<file path="src/shared/sestc_pkg.sv">
// Constants, field layouts and carrier types for the serial error/status block
// Assumes an APB slave with 32-bit data and one aligned word per register
package sestc_pkg;

	// Register indices, byte address is four times the index
	localparam logic [23:0] SESTC_IDX_CONTROL = 24'hFFF602;
	localparam logic [23:0] SESTC_IDX_STATUS  = 24'hFFF604;
	localparam logic [23:0] SESTC_IDX_IRQ_ST  = 24'hFFF610;
	localparam logic [23:0] SESTC_IDX_IRQ_MSK = 24'hFFF611;
	localparam logic [31:0] SESTC_ADDR_CONTROL = {6'h00, SESTC_IDX_CONTROL, 2'h0};
	localparam logic [31:0] SESTC_ADDR_STATUS  = {6'h00, SESTC_IDX_STATUS, 2'h0};
	localparam logic [31:0] SESTC_ADDR_IRQ_ST  = {6'h00, SESTC_IDX_IRQ_ST, 2'h0};
	localparam logic [31:0] SESTC_ADDR_IRQ_MSK = {6'h00, SESTC_IDX_IRQ_MSK, 2'h0};

	// Control bits
	localparam int SESTC_CTL_TXI_EN  = 7;
	localparam int SESTC_CTL_RXI_EN  = 6;
	localparam int SESTC_CTL_TX_EN   = 5;
	localparam int SESTC_CTL_RX_EN   = 4;
	localparam int SESTC_CTL_TEI_EN  = 2;
	// Status bits
	localparam int SESTC_ST_TXE  = 7;
	localparam int SESTC_ST_RXF  = 6;
	localparam int SESTC_ST_OVR  = 5;
	localparam int SESTC_ST_FRM  = 4;
	localparam int SESTC_ST_PAR  = 3;
	localparam int SESTC_ST_TEND = 2;
	// Event bits in the irq status and mask registers
	localparam int SESTC_EV_RXF  = 0;
	localparam int SESTC_EV_ERR  = 1;
	localparam int SESTC_EV_TXE  = 2;
	localparam int SESTC_EV_TEND = 3;
	localparam int SESTC_EV_N    = 4;

	localparam logic [7:0] SESTC_CONTROL_RST = 8'h00;
	localparam logic [7:0] SESTC_STATUS_RST  = 8'h84;
	localparam logic [3:0] SESTC_EV_RST      = 4'h0;
	localparam logic [2:0] SESTC_ERR_MASK_RST = 3'h0;
	localparam int SESTC_FLAG_CELLS = 3;

	typedef struct packed {
		logic        psel;
		logic        penable;
		logic        pwrite;
		logic [31:0] paddr;
		logic [31:0] pwdata;
	} sestc_apb_req_t;

	typedef struct packed {
		logic overrun;
		logic framing;
		logic parity;
		logic rx_done;
		logic tx_load;
		logic tx_end;
	} sestc_rx_ev_t;

	typedef struct packed {
		logic [31:0] prdata;
		logic        pready;
		logic        pslverr;
		logic [7:0]  control;
		logic        tx_buf_empty_flag;
		logic        rx_full_flag;
		logic        tx_end_flag;
		logic [3:0]  ev_status;
		logic [3:0]  ev_mask;
		logic        irq;
		logic        rx_req;
		logic        err_req;
		logic        tx_done_req;
		logic        drop_char;
	} sestc_state_t;

endpackage

</file>
<file path="src/logic/sestc_err_flag.sv">
// Sticky error flags with read-then-write-zero clear
// Assumes same clock; read_pulse marks the cycle the status read data is captured, the cycle before pready
`timescale 1ns/100ps
module sestc_err_flag (
	input  wire logic                                  clock,
	input  wire logic                                  sys_rst,
	input  wire logic                                  clk_en,
	input  wire logic [sestc_pkg::SESTC_FLAG_CELLS-1:0] set_in,
	input  wire logic                                  read_pulse,
	input  wire logic                                  write_pulse,
	input  wire logic [sestc_pkg::SESTC_FLAG_CELLS-1:0] wdata,
	output logic      [sestc_pkg::SESTC_FLAG_CELLS-1:0] flag
);

	typedef struct packed {
		logic [sestc_pkg::SESTC_FLAG_CELLS-1:0] flag;
		logic [sestc_pkg::SESTC_FLAG_CELLS-1:0] armed;
	} sestc_flag_state_t;

	sestc_flag_state_t st;
	sestc_flag_state_t next_st;

	// ==========================================
	// Per-flag cells
	always_comb begin
		next_st = st;
		for (int i = 0; i < sestc_pkg::SESTC_FLAG_CELLS; i++) begin
			if (read_pulse) begin
				next_st.armed[i] = st.flag[i];
			end
			if (write_pulse && !wdata[i] && st.armed[i]) begin
				next_st.flag[i]  = 1'b0;
				next_st.armed[i] = 1'b0;
			end
			if (set_in[i]) begin
				next_st.flag[i] = 1'b1;
			end
		end
	end

	always_ff @(posedge clock) begin
		if (sys_rst) begin
			st <= '0;
		end else if (clk_en) begin
			st <= next_st;
		end
	end

	assign flag = st.flag;

endmodule // sestc_err_flag

</file>
<file path="src/logic/sestc_top.sv">
// Serial channel error flags, transmit control and interrupt logic
// Assumes an APB master and receiver/transmitter event strobes on the same clock
//
// Our own choice: the APB interface to the registers.
`timescale 1ns/100ps
module sestc_top (
	input  wire logic                  clock,
	input  wire logic                  sys_rst,
	input  wire logic                  clk_en,
	input  wire sestc_pkg::sestc_apb_req_t apb_req,
	input  wire sestc_pkg::sestc_rx_ev_t   rx_ev,
	output logic [31:0]                prdata,
	output logic                       pready,
	output logic                       pslverr,
	output logic                       tx_enable,
	output logic                       rx_enable,
	output logic                       rx_irq_req,
	output logic                       err_irq_req,
	output logic                       tx_done_irq_req,
	output logic                       drop_char,
	output logic                       irq
);

	sestc_pkg::sestc_state_t st;
	sestc_pkg::sestc_state_t next_st;
	logic [2:0]  err_flags;
	logic [2:0]  err_set;
	logic        wr_stb;
	logic        rd_status;
	logic        wr_status;
	logic [7:0]  status_view;
	logic [3:0]  ev_hit;

	// ==========================================
	// Bus decode
	assign wr_stb    = apb_req.psel && apb_req.penable && st.pready && apb_req.pwrite;
	// Arm on the cycle the read data is captured, so software saw exactly these flags
	assign rd_status = apb_req.psel && apb_req.penable && !st.pready && !apb_req.pwrite
		&& apb_req.paddr == sestc_pkg::SESTC_ADDR_STATUS;
	assign wr_status = wr_stb && apb_req.paddr == sestc_pkg::SESTC_ADDR_STATUS;

	// ==========================================
	// Error events
	always_comb begin
		err_set = 3'h0;
		err_set[2] = rx_ev.overrun || (rx_ev.rx_done && st.rx_full_flag);
		err_set[1] = rx_ev.framing && rx_ev.rx_done;
		err_set[0] = rx_ev.parity && rx_ev.rx_done;
	end

	sestc_err_flag u_err (
		.clock       (clock),
		.sys_rst     (sys_rst),
		.clk_en      (clk_en),
		.set_in      (err_set),
		.read_pulse  (rd_status),
		.write_pulse (wr_status),
		.wdata       ({apb_req.pwdata[sestc_pkg::SESTC_ST_OVR],
		               apb_req.pwdata[sestc_pkg::SESTC_ST_FRM],
		               apb_req.pwdata[sestc_pkg::SESTC_ST_PAR]}),
		.flag        (err_flags)
	);

	always_comb begin
		status_view = 8'h00;
		status_view[sestc_pkg::SESTC_ST_TXE]  = st.tx_buf_empty_flag;
		status_view[sestc_pkg::SESTC_ST_RXF]  = st.rx_full_flag;
		status_view[sestc_pkg::SESTC_ST_OVR]  = err_flags[2];
		status_view[sestc_pkg::SESTC_ST_FRM]  = err_flags[1];
		status_view[sestc_pkg::SESTC_ST_PAR]  = err_flags[0];
		status_view[sestc_pkg::SESTC_ST_TEND] = st.tx_end_flag;
	end

	// ==========================================
	// Next state
	always_comb begin
		next_st = st;
		next_st.pready    = 1'b0;
		next_st.pslverr   = 1'b0;
		next_st.drop_char = 1'b0;
		ev_hit = 4'h0;
		// One wait cycle: ready is set at the end of the first access cycle, high in the second
		if (apb_req.psel && apb_req.penable && !st.pready) begin
			next_st.pready = 1'b1;
			next_st.prdata = 32'h0000_0000;
			if (apb_req.paddr == sestc_pkg::SESTC_ADDR_CONTROL) begin
				next_st.prdata = {24'h000000, st.control};
			end else if (apb_req.paddr == sestc_pkg::SESTC_ADDR_STATUS) begin
				next_st.prdata = {24'h000000, status_view};
			end else if (apb_req.paddr == sestc_pkg::SESTC_ADDR_IRQ_ST) begin
				next_st.prdata = {28'h0000000, st.ev_status};
			end else if (apb_req.paddr == sestc_pkg::SESTC_ADDR_IRQ_MSK) begin
				next_st.prdata = {28'h0000000, st.ev_mask};
			end else begin
				next_st.pslverr = 1'b1;
			end
		end
		// Receive full flag; a completed reception while full is dropped
		if (rx_ev.rx_done) begin
			if (st.rx_full_flag) begin
				next_st.drop_char = 1'b1;
			end else if (!rx_ev.framing && !rx_ev.parity) begin
				next_st.rx_full_flag = 1'b1;
				ev_hit[sestc_pkg::SESTC_EV_RXF] = 1'b1;
			end
		end
		if (|err_set) begin
			ev_hit[sestc_pkg::SESTC_EV_ERR] = 1'b1;
		end
		if (rx_ev.tx_load && st.control[sestc_pkg::SESTC_CTL_TX_EN]) begin
			next_st.tx_buf_empty_flag = 1'b1;
			next_st.tx_end_flag = 1'b0;
			ev_hit[sestc_pkg::SESTC_EV_TXE] = 1'b1;
		end
		if (rx_ev.tx_end && st.control[sestc_pkg::SESTC_CTL_TX_EN]) begin
			next_st.tx_end_flag = 1'b1;
			ev_hit[sestc_pkg::SESTC_EV_TEND] = 1'b1;
		end
		// Register writes
		if (wr_stb) begin
			if (apb_req.paddr == sestc_pkg::SESTC_ADDR_CONTROL) begin
				next_st.control = apb_req.pwdata[7:0];
				if (!apb_req.pwdata[sestc_pkg::SESTC_CTL_TX_EN]) begin
					next_st.tx_buf_empty_flag = 1'b1;
					next_st.tx_end_flag = 1'b1;
				end
			end else if (apb_req.paddr == sestc_pkg::SESTC_ADDR_STATUS) begin
				// Only zero writes clear; ones are ignored
				if (!apb_req.pwdata[sestc_pkg::SESTC_ST_RXF] && !rx_ev.rx_done) begin
					next_st.rx_full_flag = 1'b0;
				end
				if (!apb_req.pwdata[sestc_pkg::SESTC_ST_TXE] && !rx_ev.tx_load
					&& st.control[sestc_pkg::SESTC_CTL_TX_EN]) begin
					next_st.tx_buf_empty_flag = 1'b0;
				end
			end else if (apb_req.paddr == sestc_pkg::SESTC_ADDR_IRQ_ST) begin
				next_st.ev_status = st.ev_status & ~apb_req.pwdata[3:0];
			end else if (apb_req.paddr == sestc_pkg::SESTC_ADDR_IRQ_MSK) begin
				next_st.ev_mask = apb_req.pwdata[3:0];
			end
		end
		next_st.ev_status = next_st.ev_status | ev_hit;
		// Request lines follow the enables
		next_st.rx_req = next_st.rx_full_flag && next_st.control[sestc_pkg::SESTC_CTL_RXI_EN];
		next_st.err_req = (|err_flags || |err_set)
			&& next_st.control[sestc_pkg::SESTC_CTL_RXI_EN];
		next_st.tx_done_req = next_st.tx_end_flag
			&& next_st.control[sestc_pkg::SESTC_CTL_TEI_EN];
		next_st.irq = |(next_st.ev_status & next_st.ev_mask);
	end

	// ==========================================
	// State register
	always_ff @(posedge clock) begin
		if (sys_rst) begin
			st <= '0;
			st.control <= sestc_pkg::SESTC_CONTROL_RST;
			st.tx_buf_empty_flag <= sestc_pkg::SESTC_STATUS_RST[sestc_pkg::SESTC_ST_TXE];
			st.tx_end_flag <= sestc_pkg::SESTC_STATUS_RST[sestc_pkg::SESTC_ST_TEND];
			st.ev_status <= sestc_pkg::SESTC_EV_RST;
			st.ev_mask <= sestc_pkg::SESTC_EV_RST;
		end else if (clk_en) begin
			st <= next_st;
		end
	end

	// ==========================================
	// Outputs
	assign prdata          = st.prdata;
	assign pready          = st.pready;
	assign pslverr         = st.pslverr;
	assign tx_enable       = st.control[sestc_pkg::SESTC_CTL_TX_EN];
	assign rx_enable       = st.control[sestc_pkg::SESTC_CTL_RX_EN];
	assign rx_irq_req      = st.rx_req;
	assign err_irq_req     = st.err_req;
	assign tx_done_irq_req = st.tx_done_req;
	assign drop_char       = st.drop_char;
	assign irq             = st.irq;

endmodule // sestc_top

</file>
<file path="config.mk">
export PLATFORM = sky130hd
export DESIGN_NAME = sestc_top
export DESIGN_NICKNAME = d
export VERILOG_FILES = /design/src/shared/sestc_pkg.sv /design/src/logic/sestc_err_flag.sv /design/src/logic/sestc_top.sv
export SDC_FILE = /design/constraint.sdc
export NUM_CORES = 1
export LEC_CHECK = 0
export BUFFER_PORTS_ARGS = -buffer_cell sky130_fd_sc_hd__buf_2
export CORE_ASPECT_RATIO = 1.1
export CORE_MARGIN = 3
export CORE_UTILIZATION = 30
export CTS_BUF_LIST = sky130_fd_sc_hd__clkbuf_4
export CTS_CLUSTER_DIAMETER = 100
export CTS_CLUSTER_SIZE = 14
export DETAILED_ROUTE_END_ITERATION = 16
export PLACE_DENSITY = 0.64
export SLEW_MARGIN = 15
export SYNTH_ARGS = -nofsm -noshare
export SYNTH_HDL_FRONTEND = slang
export SYNTH_SLANG_ARGS = --single-unit
</file>
<file path="constraint.sdc">
create_clock -name clock -period 4.2 [get_ports clock]
set_clock_uncertainty 0.2 [all_clocks]
set_input_delay 0 -clock clock [delete_from_list [all_inputs] [get_ports clock]]
set_output_delay 0 -clock clock [all_outputs]
set_load 0.01 [all_outputs]
</file>
Word-level counts from Yosys, hierarchy flattened
Cells that the tools add are included.
{ "word_totals": {"word_cells": 133, "reg_bits": 40, "out_inout_bits": 41} }
{ "op_classes": {"eq_ne": 4, "n_reduce_logical": 55, "mux": 49, "n_bitwise": 4} }
{ "ops": {"columns": ["op", "count"], "rows": [
  ["$eq 32x26->1 const B", 4],
  ["$mux 1", 36],
  ["$mux 8", 4],
  ["$logic_and 1x1->1", 25],
  ["$mux 4", 5],
  ["$mux 18", 1],
  ["$reduce_and 2->1", 7],
  ["$reduce_bool 2->1", 6],
  ["$logic_not 1->1", 11],
  ["$and 4x4->4", 2],
  ["$mux 7", 1],
  ["$reduce_or 3->1", 2],
  ["$mux 2", 2],
  ["$not 4->4", 1],
  ["$or 4x4->4", 1],
  ["$reduce_or 4->1", 1],
  ["$reduce_and 3->1", 1],
  ["$logic_or 1x1->1", 2]
]} }

Logic depth before layout (Yosys ltp)
Gate-level depths: netlist of run 1.
{ "logic_depth": {"depth_word": 12, "mapped_depth": 7} }

Cells and area by module
Synthesis of run 1 repeated with hierarchy kept, for this count alone.
{ "unflattened": {"cells_unflattened": 282, "hier_area_um2": 2401.1} }
{ "modules_own_cells": {"columns": ["mod", "area_each_um2", "cells_per_inst", "n_inst", "seq_area_each_um2"], "rows": [
  ["sestc_top", 2124.5, 258, 1, 680.7],
  ["sestc_err_flag", 276.5, 24, 1, 120.1]
]} }

Worst setup path before layout of run 1
No wires, ideal clock.
{ "synth_path": {"kind": "input to register", "from": "in apb_req[33] in the netlist's numbering", "to": "reg st[22] in the netlist's numbering", "slack_ns": 2.009, "setup_time_ns": 0.128, "path_stages": 7, "arrival_time_ns": 1.863, "n_path_buf": 1, "cell_sequence": "or4_4 > or3_4 > nor4_4 > and3_1 > buf_6 > mux2i_1 > nor2_1"} }
{ "synth_via": {"elab_chain_cells": 3} }
{ "synth_lines": {"columns": ["item", "line", "rtl"], "rows": [
  ["start: declaration", "sestc_top.sv:10", "input wire sestc_pkg::sestc_apb_req_t apb_req,"],
  ["$eq 32x26->1", "sestc_top.sv:121", "if (apb_req.paddr == sestc_pkg::SESTC_ADDR_CONTROL) begin"],
  ["$mux 7", "sestc_top.sv:121", null],
  ["$mux 18", "sestc_top.sv:120", "if (wr_stb) begin"],
  ["end signal: assignment", "sestc_top.sv:163", "st <= next_st;"],
  ["end: declaration", "sestc_top.sv:24", "sestc_pkg::sestc_state_t st;"]
]} }
Every way passes these cells.
A chain may end at the register's enable or synchronous reset.

Worst setup path in the final report of run 1
{ "layout_path": {"from": "in apb_req[38] in the netlist's numbering", "to": "reg st (netlist bit tx_enable)"} }
{ "layout_via": {"elab_chain_cells": 2} }
{ "layout_lines": {"columns": ["item", "line"], "rows": [
  ["$eq 32x26->1", "sestc_top.sv:121"],
  ["$reduce_and 3->1 (no source line)", null]
]} }
Every way passes these cells.

==> results of run 1 <==
per-stage QoR:
step	power, mW	worst slack [ns]	cells
finish	0.759	1.16	494
detailed placement	0.494	1.34	455
CTS	0.760	1.18	494
global placement	0.492	1.39	455
floorplan	0.469	2.01	326
global route	0.793	1.03	494
cells in the mapped netlist (3+ instances only):
cell type	count	share of area, %
a21oi_1	26	5.4
a221oi_1	4	1.5
a311oi_1	3	1.1
a31oi_1	4	1.0
a32oi_1	3	1.1
and4_1	3	1.1
buf_4	32	10
clkbuf_1	12	1.9
dfxtp_1	40	33
inv_1	9	1.4
mux2i_1	11	4.6
nand2_1	24	3.8
nand2b_1	5	1.3
nand3_1	17	3.5
nand4_1	5	1.3
nor2_1	33	5.2
nor3_1	12	2.5
nor4_1	3	0.78
nor4_4	3	2.7
o21ai_0	15	3.1
or2_2	3	0.78
or4_1	3	0.94
report_power, final:
part	internal, mW	switching [mW]	leakage, nW	total [mW]
registers	0.387	0.00536	0.324	0.392
clock network	0.122	0.137	0.0403	0.258
logic	0.0463	0.0619	0.903	0.108
total	0.555	0.204	1.27	0.759
registers in the layout (all words and copies together), names as in the netlist:
register,flops
err_irq_req,1
u_err.flag,3
pready,1
st,17
irq,1
pslverr,1
tx_enable,1
rx_irq_req,1
tx_done_irq_req,1
u_err.st,3
rx_enable,1
drop_char,1
prdata,8
cells by family (layout without fill, tap and decap cells):
family	Yosys count	count (layout)	synth area share, %
AO/OA/AOI/OAI	69	69	17.9
multiplexers	12	12	5.06
other	1	24	0.156
flip-flops	40	40	33.4
AND/OR/NAND/NOR	127	127	29.7
buffers and inverters	54	117	13.8
layout make-up:
type | count | area (µm²) | area share [%]
Clock inverter | 3 | 37.5 | 1.23
Clock buffer | 5 | 37.5 | 1.23
Timing Repair Buffer | 100 | 658 | 21.5
Inverter | 9 | 33.8 | 1.10
Tap cell | 105 | 131 | 4.29
Multi-Input combinational cell | 232 | 1360 | 44.5
Sequential cell | 40 | 801 | 26.2
critical path, delay by kind of cell:
kind,cells,cell delay [ns]
buffers and inverters,3,1.24
and+or+nand+nor,4,1.57
muxes,1,0.27
cells in the final DEF (no fill, tap or decap), drive strengths merged, types with 7 or more instances in the layout:
| cell type | count |
|---|---|
| buf | 69 |
| dfxtp | 40 |
| nor2 | 33 |
| dlygate4sd3 | 31 |
| a21oi | 26 |
| nand2 | 24 |
| conb | 24 |
| nand3 | 17 |
| o21ai | 15 |
| nor3 | 12 |
| mux2i | 11 |
| inv | 9 |
| nor4 | 7 |
layer usage:
layer  vias to the layer above  global-route usage (%)
met1                      1150                    22.0
met3                         6                    3.15
met2                       118                    24.3
li1                       1212                       -
met5                         -                       0
met4                         0                    4.41
repair_timing:
item                      4_1_cts  5_1_grt
hold buffers                   31        0
gates resized for setup         0        0
hold endpoints to repair       34        0
setup buffers                   0        0
worst max path at each step:
stage                 from                endpoint  slack (ns)  cells past startpoint
2_1_floorplan  apb_req[33]     st[22]$_SDFFE_PP0P_        2.01                      7
3_3_place_gp   apb_req[33]     st[19]$_SDFFE_PP0P_        1.39                      7
3_5_place_dp   apb_req[33]     st[17]$_SDFFE_PP0P_        1.34                      7
4_1_cts        apb_req[38]     st[17]$_SDFFE_PP0P_        1.18                      8
5_1_grt        apb_req[61]  rx_enable$_SDFFE_PP0P_        1.03                      8
6_report       apb_req[38]  tx_enable$_SDFFE_PP0P_        1.16                      8
==> impl_results.md, run 1 <==
* Status: finished clean
* Nature of the critical path startpoint: primary input
* Pleak at 1.27 nW
* Final Hold Violating Endpoints at 0
* Fin. max-slew vios at 0
* IO Count at 117
* Via Count at 2486
* H-tree lvl count at 2
* HP Start: apb_req[65]
* Type of the most critical hold path: primary input to flip-flop
* Max Cap Viol at 0
* Fill cells at 833
* Seq/Total Area, Yosys at 33.4%
* Setup TNS at 0 ns
* EDFF count, synth at 0
* CTS max path bufs at 2
* Rows at 33
* First-iteration detailed-routing DRC count at 275
* CP peak stage delay at 0.60 ns
* CTS tree: yes
* Synth cell types at 48
* Min-Delay Endpoint: prdata[1]$_SDFFE_PP0P_
* Clock root cell: clkbuf_4
* Max-slew headroom at 40.5%
* Tcrit/Tclk final at 72.4%
* GP Congestion at 0.847
* Met3 Routed Length at 576 µm
* Cts bufs inserted at 5
* Mapped cell area at 2400 µm²
* Wire length per cell at 14.2 µm
* IO buf count at 68
* Syn_area_per_cell at 7.92 µm²
* Largest net degree at the start of global routing at 41
* Core Util, Final at 40.3%
* Clock net sink count at 40
* Antenna violations before repair at 0
* Cell count after synthesis at 303
* Gr usage total at 15.6%
* Synth-to-layout area growth at 27.5%
* Most used DFF post-synth: dfxtp_1
* Clock transition at the registers of the reported paths at 0.13 ns
* DIE AREA at 9110 µm²
* Synthesized flop and latch total at 40
* Worst Hold Depth at 5
* WP data arrival at 3.09 ns
* Async S/R FF share, synth at 0%
* Core box area at 7600 µm²
* Routed wire length at 7.03 mm
* Share of post-route cells with drive strength above 1 at 22.9%
* Critical path's slowest cell: and3_1
* Starting Density at 31.6%
* Cell mode on critical path: dlygate4sd3_1
* Critical Path Fanout Max at 8
* Reg2reg start: pready$_SDFFE_PP0P_
* Top layer in use: met4
* Metal2 WL at 3.14 mm
* Drt pass-1 iters at 5
* Max VDD drop at 0.000132 V
* Grt total ovfl at 0
* Die Y at 99.8 µm
* Avg Vias per Cell at 5.03
* Vias in the first global route at 2262
* CP required at 4.25 ns
* Hpwl dp at 5.10 mm
* FF-to-FF End: tx_enable$_SDFFE_PP0P_
* Crit path kind: primary input to flip-flop
* Fmax at 329 MHz
* M1 WL at 3.23 mm
* WHS at 0.00725 ns
* Power per Cell Area at 248 nW/µm²
* Setup-failing EPs final at 0
* Fin nets at 464
* Critical Path End Type: flip-flop
* CP Cell Sequence: dlygate4sd3_1, buf_2, or3_4, nor4_4, and3_1, mux2i_1, nor2_1, dlygate4sd3_1
* R2r setup slk at 1.63 ns
* Post-route DRC at 0
* Skew-Pair Late Insertion Delay at 0.36 ns
* Diode count at 0
* First-pass GRT wire length at 11.5 mm
* Die X at 91.3 µm
* Placed Area at 2670 µm²
* Final ANT Viol Nets at 0
* Post-route cell area at 3060 µm²
* Worst R2R Path Depth at 7
* YS warnings at 0
* Worst-margin pin slew at 0.888 ns
* Shortest period the worst path allows at 3.04 ns
* RSZ-0062 raised after global routing: false
(Power assumes the default switching activity.)
==> inputs of run 2 (changes only) <==
Settings changed: ABC_AREA set to 1, PLACE_DENSITY 0.64 to 0.63.
Clock period 4.2 ns to 3 ns, I/O delays scaled along.
==> impl_results.md, run 2 <==
* Status: finished clean
* YS warnings at 0 (unchanged)
* Setup-failing EPs final at 0 (unchanged)
* FF-to-FF End: st[15]$_SDFFE_PP1P_
* WP data arrival at 2.81 ns (-0.28 ns)
* Non-filler cells, final at 617 (+25%)
* Clock net sink count at 40 (unchanged)
* Routed wire length at 7.39 mm (+5.2%)
* Reg2reg start: pready$_SDFFE_PP0P_
* Overall power at 1.05 mW (+38%)
* Share of post-route cells with drive strength above 1 at 19.4% (-3.5 points)
* Gr usage total at 14.3% (-1.3 points)
* DIE AREA at 10000 µm² (+10%)
* WHS at 0.0440 ns (+0.0367 ns)
* M1 WL at 3.18 mm (-1.6%)
* Antenna violations before repair at 0 (unchanged)
* Mapped cell area at 2660 µm² (+11%)
* Clock transition at the registers of the reported paths at 0.12 ns (about the same)
* Max VDD drop at 0.000141 V (+6.5%)
* Tcrit/Tclk final at 90.4%
* IO buf count at 68 (unchanged)
* Synth cell types at 37 (-23%)
* R2r setup slk at 0.29 ns (-1.34 ns)
* CP endpoint: st[15]$_SDFFE_PP1P_
* Top post-synthesis cells by area: dfxtp_1 30%, nand2_1 15%, buf_4 9.0%
* Pleak at 1.71 nW (+35%)
* Most frequent cell after synthesis: nand2_1
* Max-slew headroom at 54.3% (+14 points)
* IO Count at 117 (unchanged)
* Worst-margin pin slew at 0.685 ns (-0.204 ns)
* Grt total ovfl at 0 (unchanged)
* Shortest period the worst path allows at 2.71 ns
* CTS max path bufs at 2 (unchanged)
* Critical Path Fanout Max at 13 (+5)
* Die Y at 105 µm (+5.0%)
* Synthesized flop and latch total at 40 (unchanged)
* Cts bufs inserted at 5 (unchanged)
* Avg Vias per Cell at 4.61 (-8.4%)
* Power per Cell Area at 315 nW/µm² (+27%)
* Largest net degree at the start of global routing at 26 (-37%)
* Cell count after synthesis at 417 (+38%)
* Metal2 WL at 3.47 mm (+10%)
* Async S/R FF share, synth at 0% (unchanged)
* CP required at 3.09 ns (-1.16 ns)
* Most used DFF post-synth: dfxtp_1
* Met3 Routed Length at 641 µm (+11%)
* Syn_area_per_cell at 6.39 µm² (-19%)
* Type of the most critical hold path: primary input to flip-flop
* Top layer in use: met4
* Cell taking the most area after synthesis: dfxtp_1
* Seq/Total Area, Yosys at 30.1% (-3.3 points)
* Commonest non-fill, non-tap cell in the layout: nand2_1
* First-pass GRT wire length at 11.6 mm (+0.97%)
* Max reg flops at 17 (unchanged)
* Post-route DRC at 0 (unchanged)
* GP Congestion at 0.820 (-3.2%)
* Fill cells at 915 (+9.8%)
* EDFF count, synth at 0 (unchanged)
* Most flops, register: st
* Diode count at 0 (unchanged)
* Final ANT Viol Nets at 0 (unchanged)
* Drt pass-1 iters at 4 (-1)
* Critical Path End Type: flip-flop
* Most frequent cells after synthesis: 105 x nand2_1, 58 x inv_1, 46 x nor2_1
* Synth-to-layout area growth at 25.2%
* Fmax at 369 MHz
* CTS tree: yes
* Die X at 95.8 µm (+5.0%)
* Final Hold Violating Endpoints at 0 (unchanged)
* First-iteration detailed-routing DRC count at 149 (-46%)
* Setup TNS at 0 ns (unchanged)
* Max Cap Viol at 0 (unchanged)
* Via Count at 2844 (+14%)
* Skew-Pair Late Insertion Delay at 0.34 ns (-0.02 ns)
* Vias in the first global route at 2524 (+12%)
* Placed cells at 576 (+27%)
* Wire length per cell at 12.0 µm (-16%)
* Commonest cells after routing, fill and taps aside: 105 x nand2_1, 68 x buf_2, 58 x inv_1
* Nature of the critical path startpoint: flip-flop
* RSZ-0062 raised after global routing: false
* Hpwl dp at 5.39 mm (+5.8%)
* Share of Yosys cell area claimed by the top area cell type at 30.1% (-3.3 points)
* H-tree lvl count at 2 (unchanged)
* Rows at 35 (+6.1%)
* Worst R2R Path Depth at 9 (+2)
* Starting Density at 31.3% (-0.25 points)
* Fin. max-slew vios at 0 (unchanged)
* Core box area at 8500 µm² (+12%)
* Fin nets at 582 (+25%)
* Clock root cell: clkbuf_4
* Worst setup path start: pready$_SDFFE_PP0P_
* Crit path kind: flip-flop to flip-flop
## run 2: changes by cell type after synthesis, moves of 5 or more
cell	change
nand2b_1	-5
o21ai_0	+12
inv_1	+49
mux2i_1	-11
nor2_1	+13
nor3_1	-9
nand2_1	+81
## run 2: cell type report
class                   instances  area, µm²  share of cell area [%]
clock buffers                   6       45.0                    1.35
well taps                     111        139                    4.17
clock inverters                 1       5.00                   0.150
repair buffers                103        681                    20.4
inverters                      61        230                    6.90
multi-input cells             295       1430                    43.0
flip-flops and latches         40        801                    24.0
## run 2: timing repair
action / in CTS / in global routing
gates resized for setup: 0 / 2
endpoints found under the hold margin: 34 / 0
hold buffers: 31 / 0
setup buffers: 0 / 3
endpoints found under the setup margin: 0 / 3
## run 2: routing by layer
metal  vias up  global-route usage, %
met3         8                   2.23
met2       108                   23.8
li1       1458                      -
met1      1270                   19.0
met4         0                   3.66
met5         -                      0
## run 2: how the worst min path moves through the flow
stage	startpoint	endpoint	cells past startpoint
3_5_place_dp	apb_req[0]	st[16]$_SDFFE_PP0P_	3
5_1_grt	apb_req[63]	prdata[0]$_SDFFE_PP0P_	8
3_3_place_gp	apb_req[0]	st[16]$_SDFFE_PP0P_	3
2_1_floorplan	rx_ev[2]	drop_char$_SDFFE_PP0P_	2
6_report	apb_req[38]	pslverr$_SDFFE_PP0P_	6
4_1_cts	apb_req[38]	pslverr$_SDFFE_PP0P_	6
## run 2: logic make-up after synthesis
logic type,count (synthesis),synth area share [%]
flip-flops,40,30.1
buffers and inverters,105,19.8
other,1,0.141
AO/OA/AOI/OAI,73,15.6
AND/OR/NAND/NOR,198,34.4
## run 2: critical path, stage by stage (launching register included)
cell and delay [ns]:
dfxtp_1 0.43, nand3_4 0.25, nor3_4 0.18, buf_4 0.16, nand2_1 0.07, nand3_1 0.07, nand3_1 0.06, dlygate4sd3_1 0.58
o211ai_1 0.09, dlygate4sd3_1 0.57
## run 2: metrics by stage
step,setup WS [ns],utilization [%],area (µm²)
after CTS,0.0136,38.8,3300
after global routing,0.111,39.2,3330
after detailed placement,0.745,34.6,2940
after floorplan,1.29,-,2750
final,0.288,39.2,3330
after global placement,0.808,34.6,2940
## run 2: where the power goes
group / total (mW) / switching, mW / internal (mW)
Sequential: 0.565 / 0.0140 / 0.551
Clock: 0.274 / 0.178 / 0.0957
Combinational: 0.211 / 0.120 / 0.0910
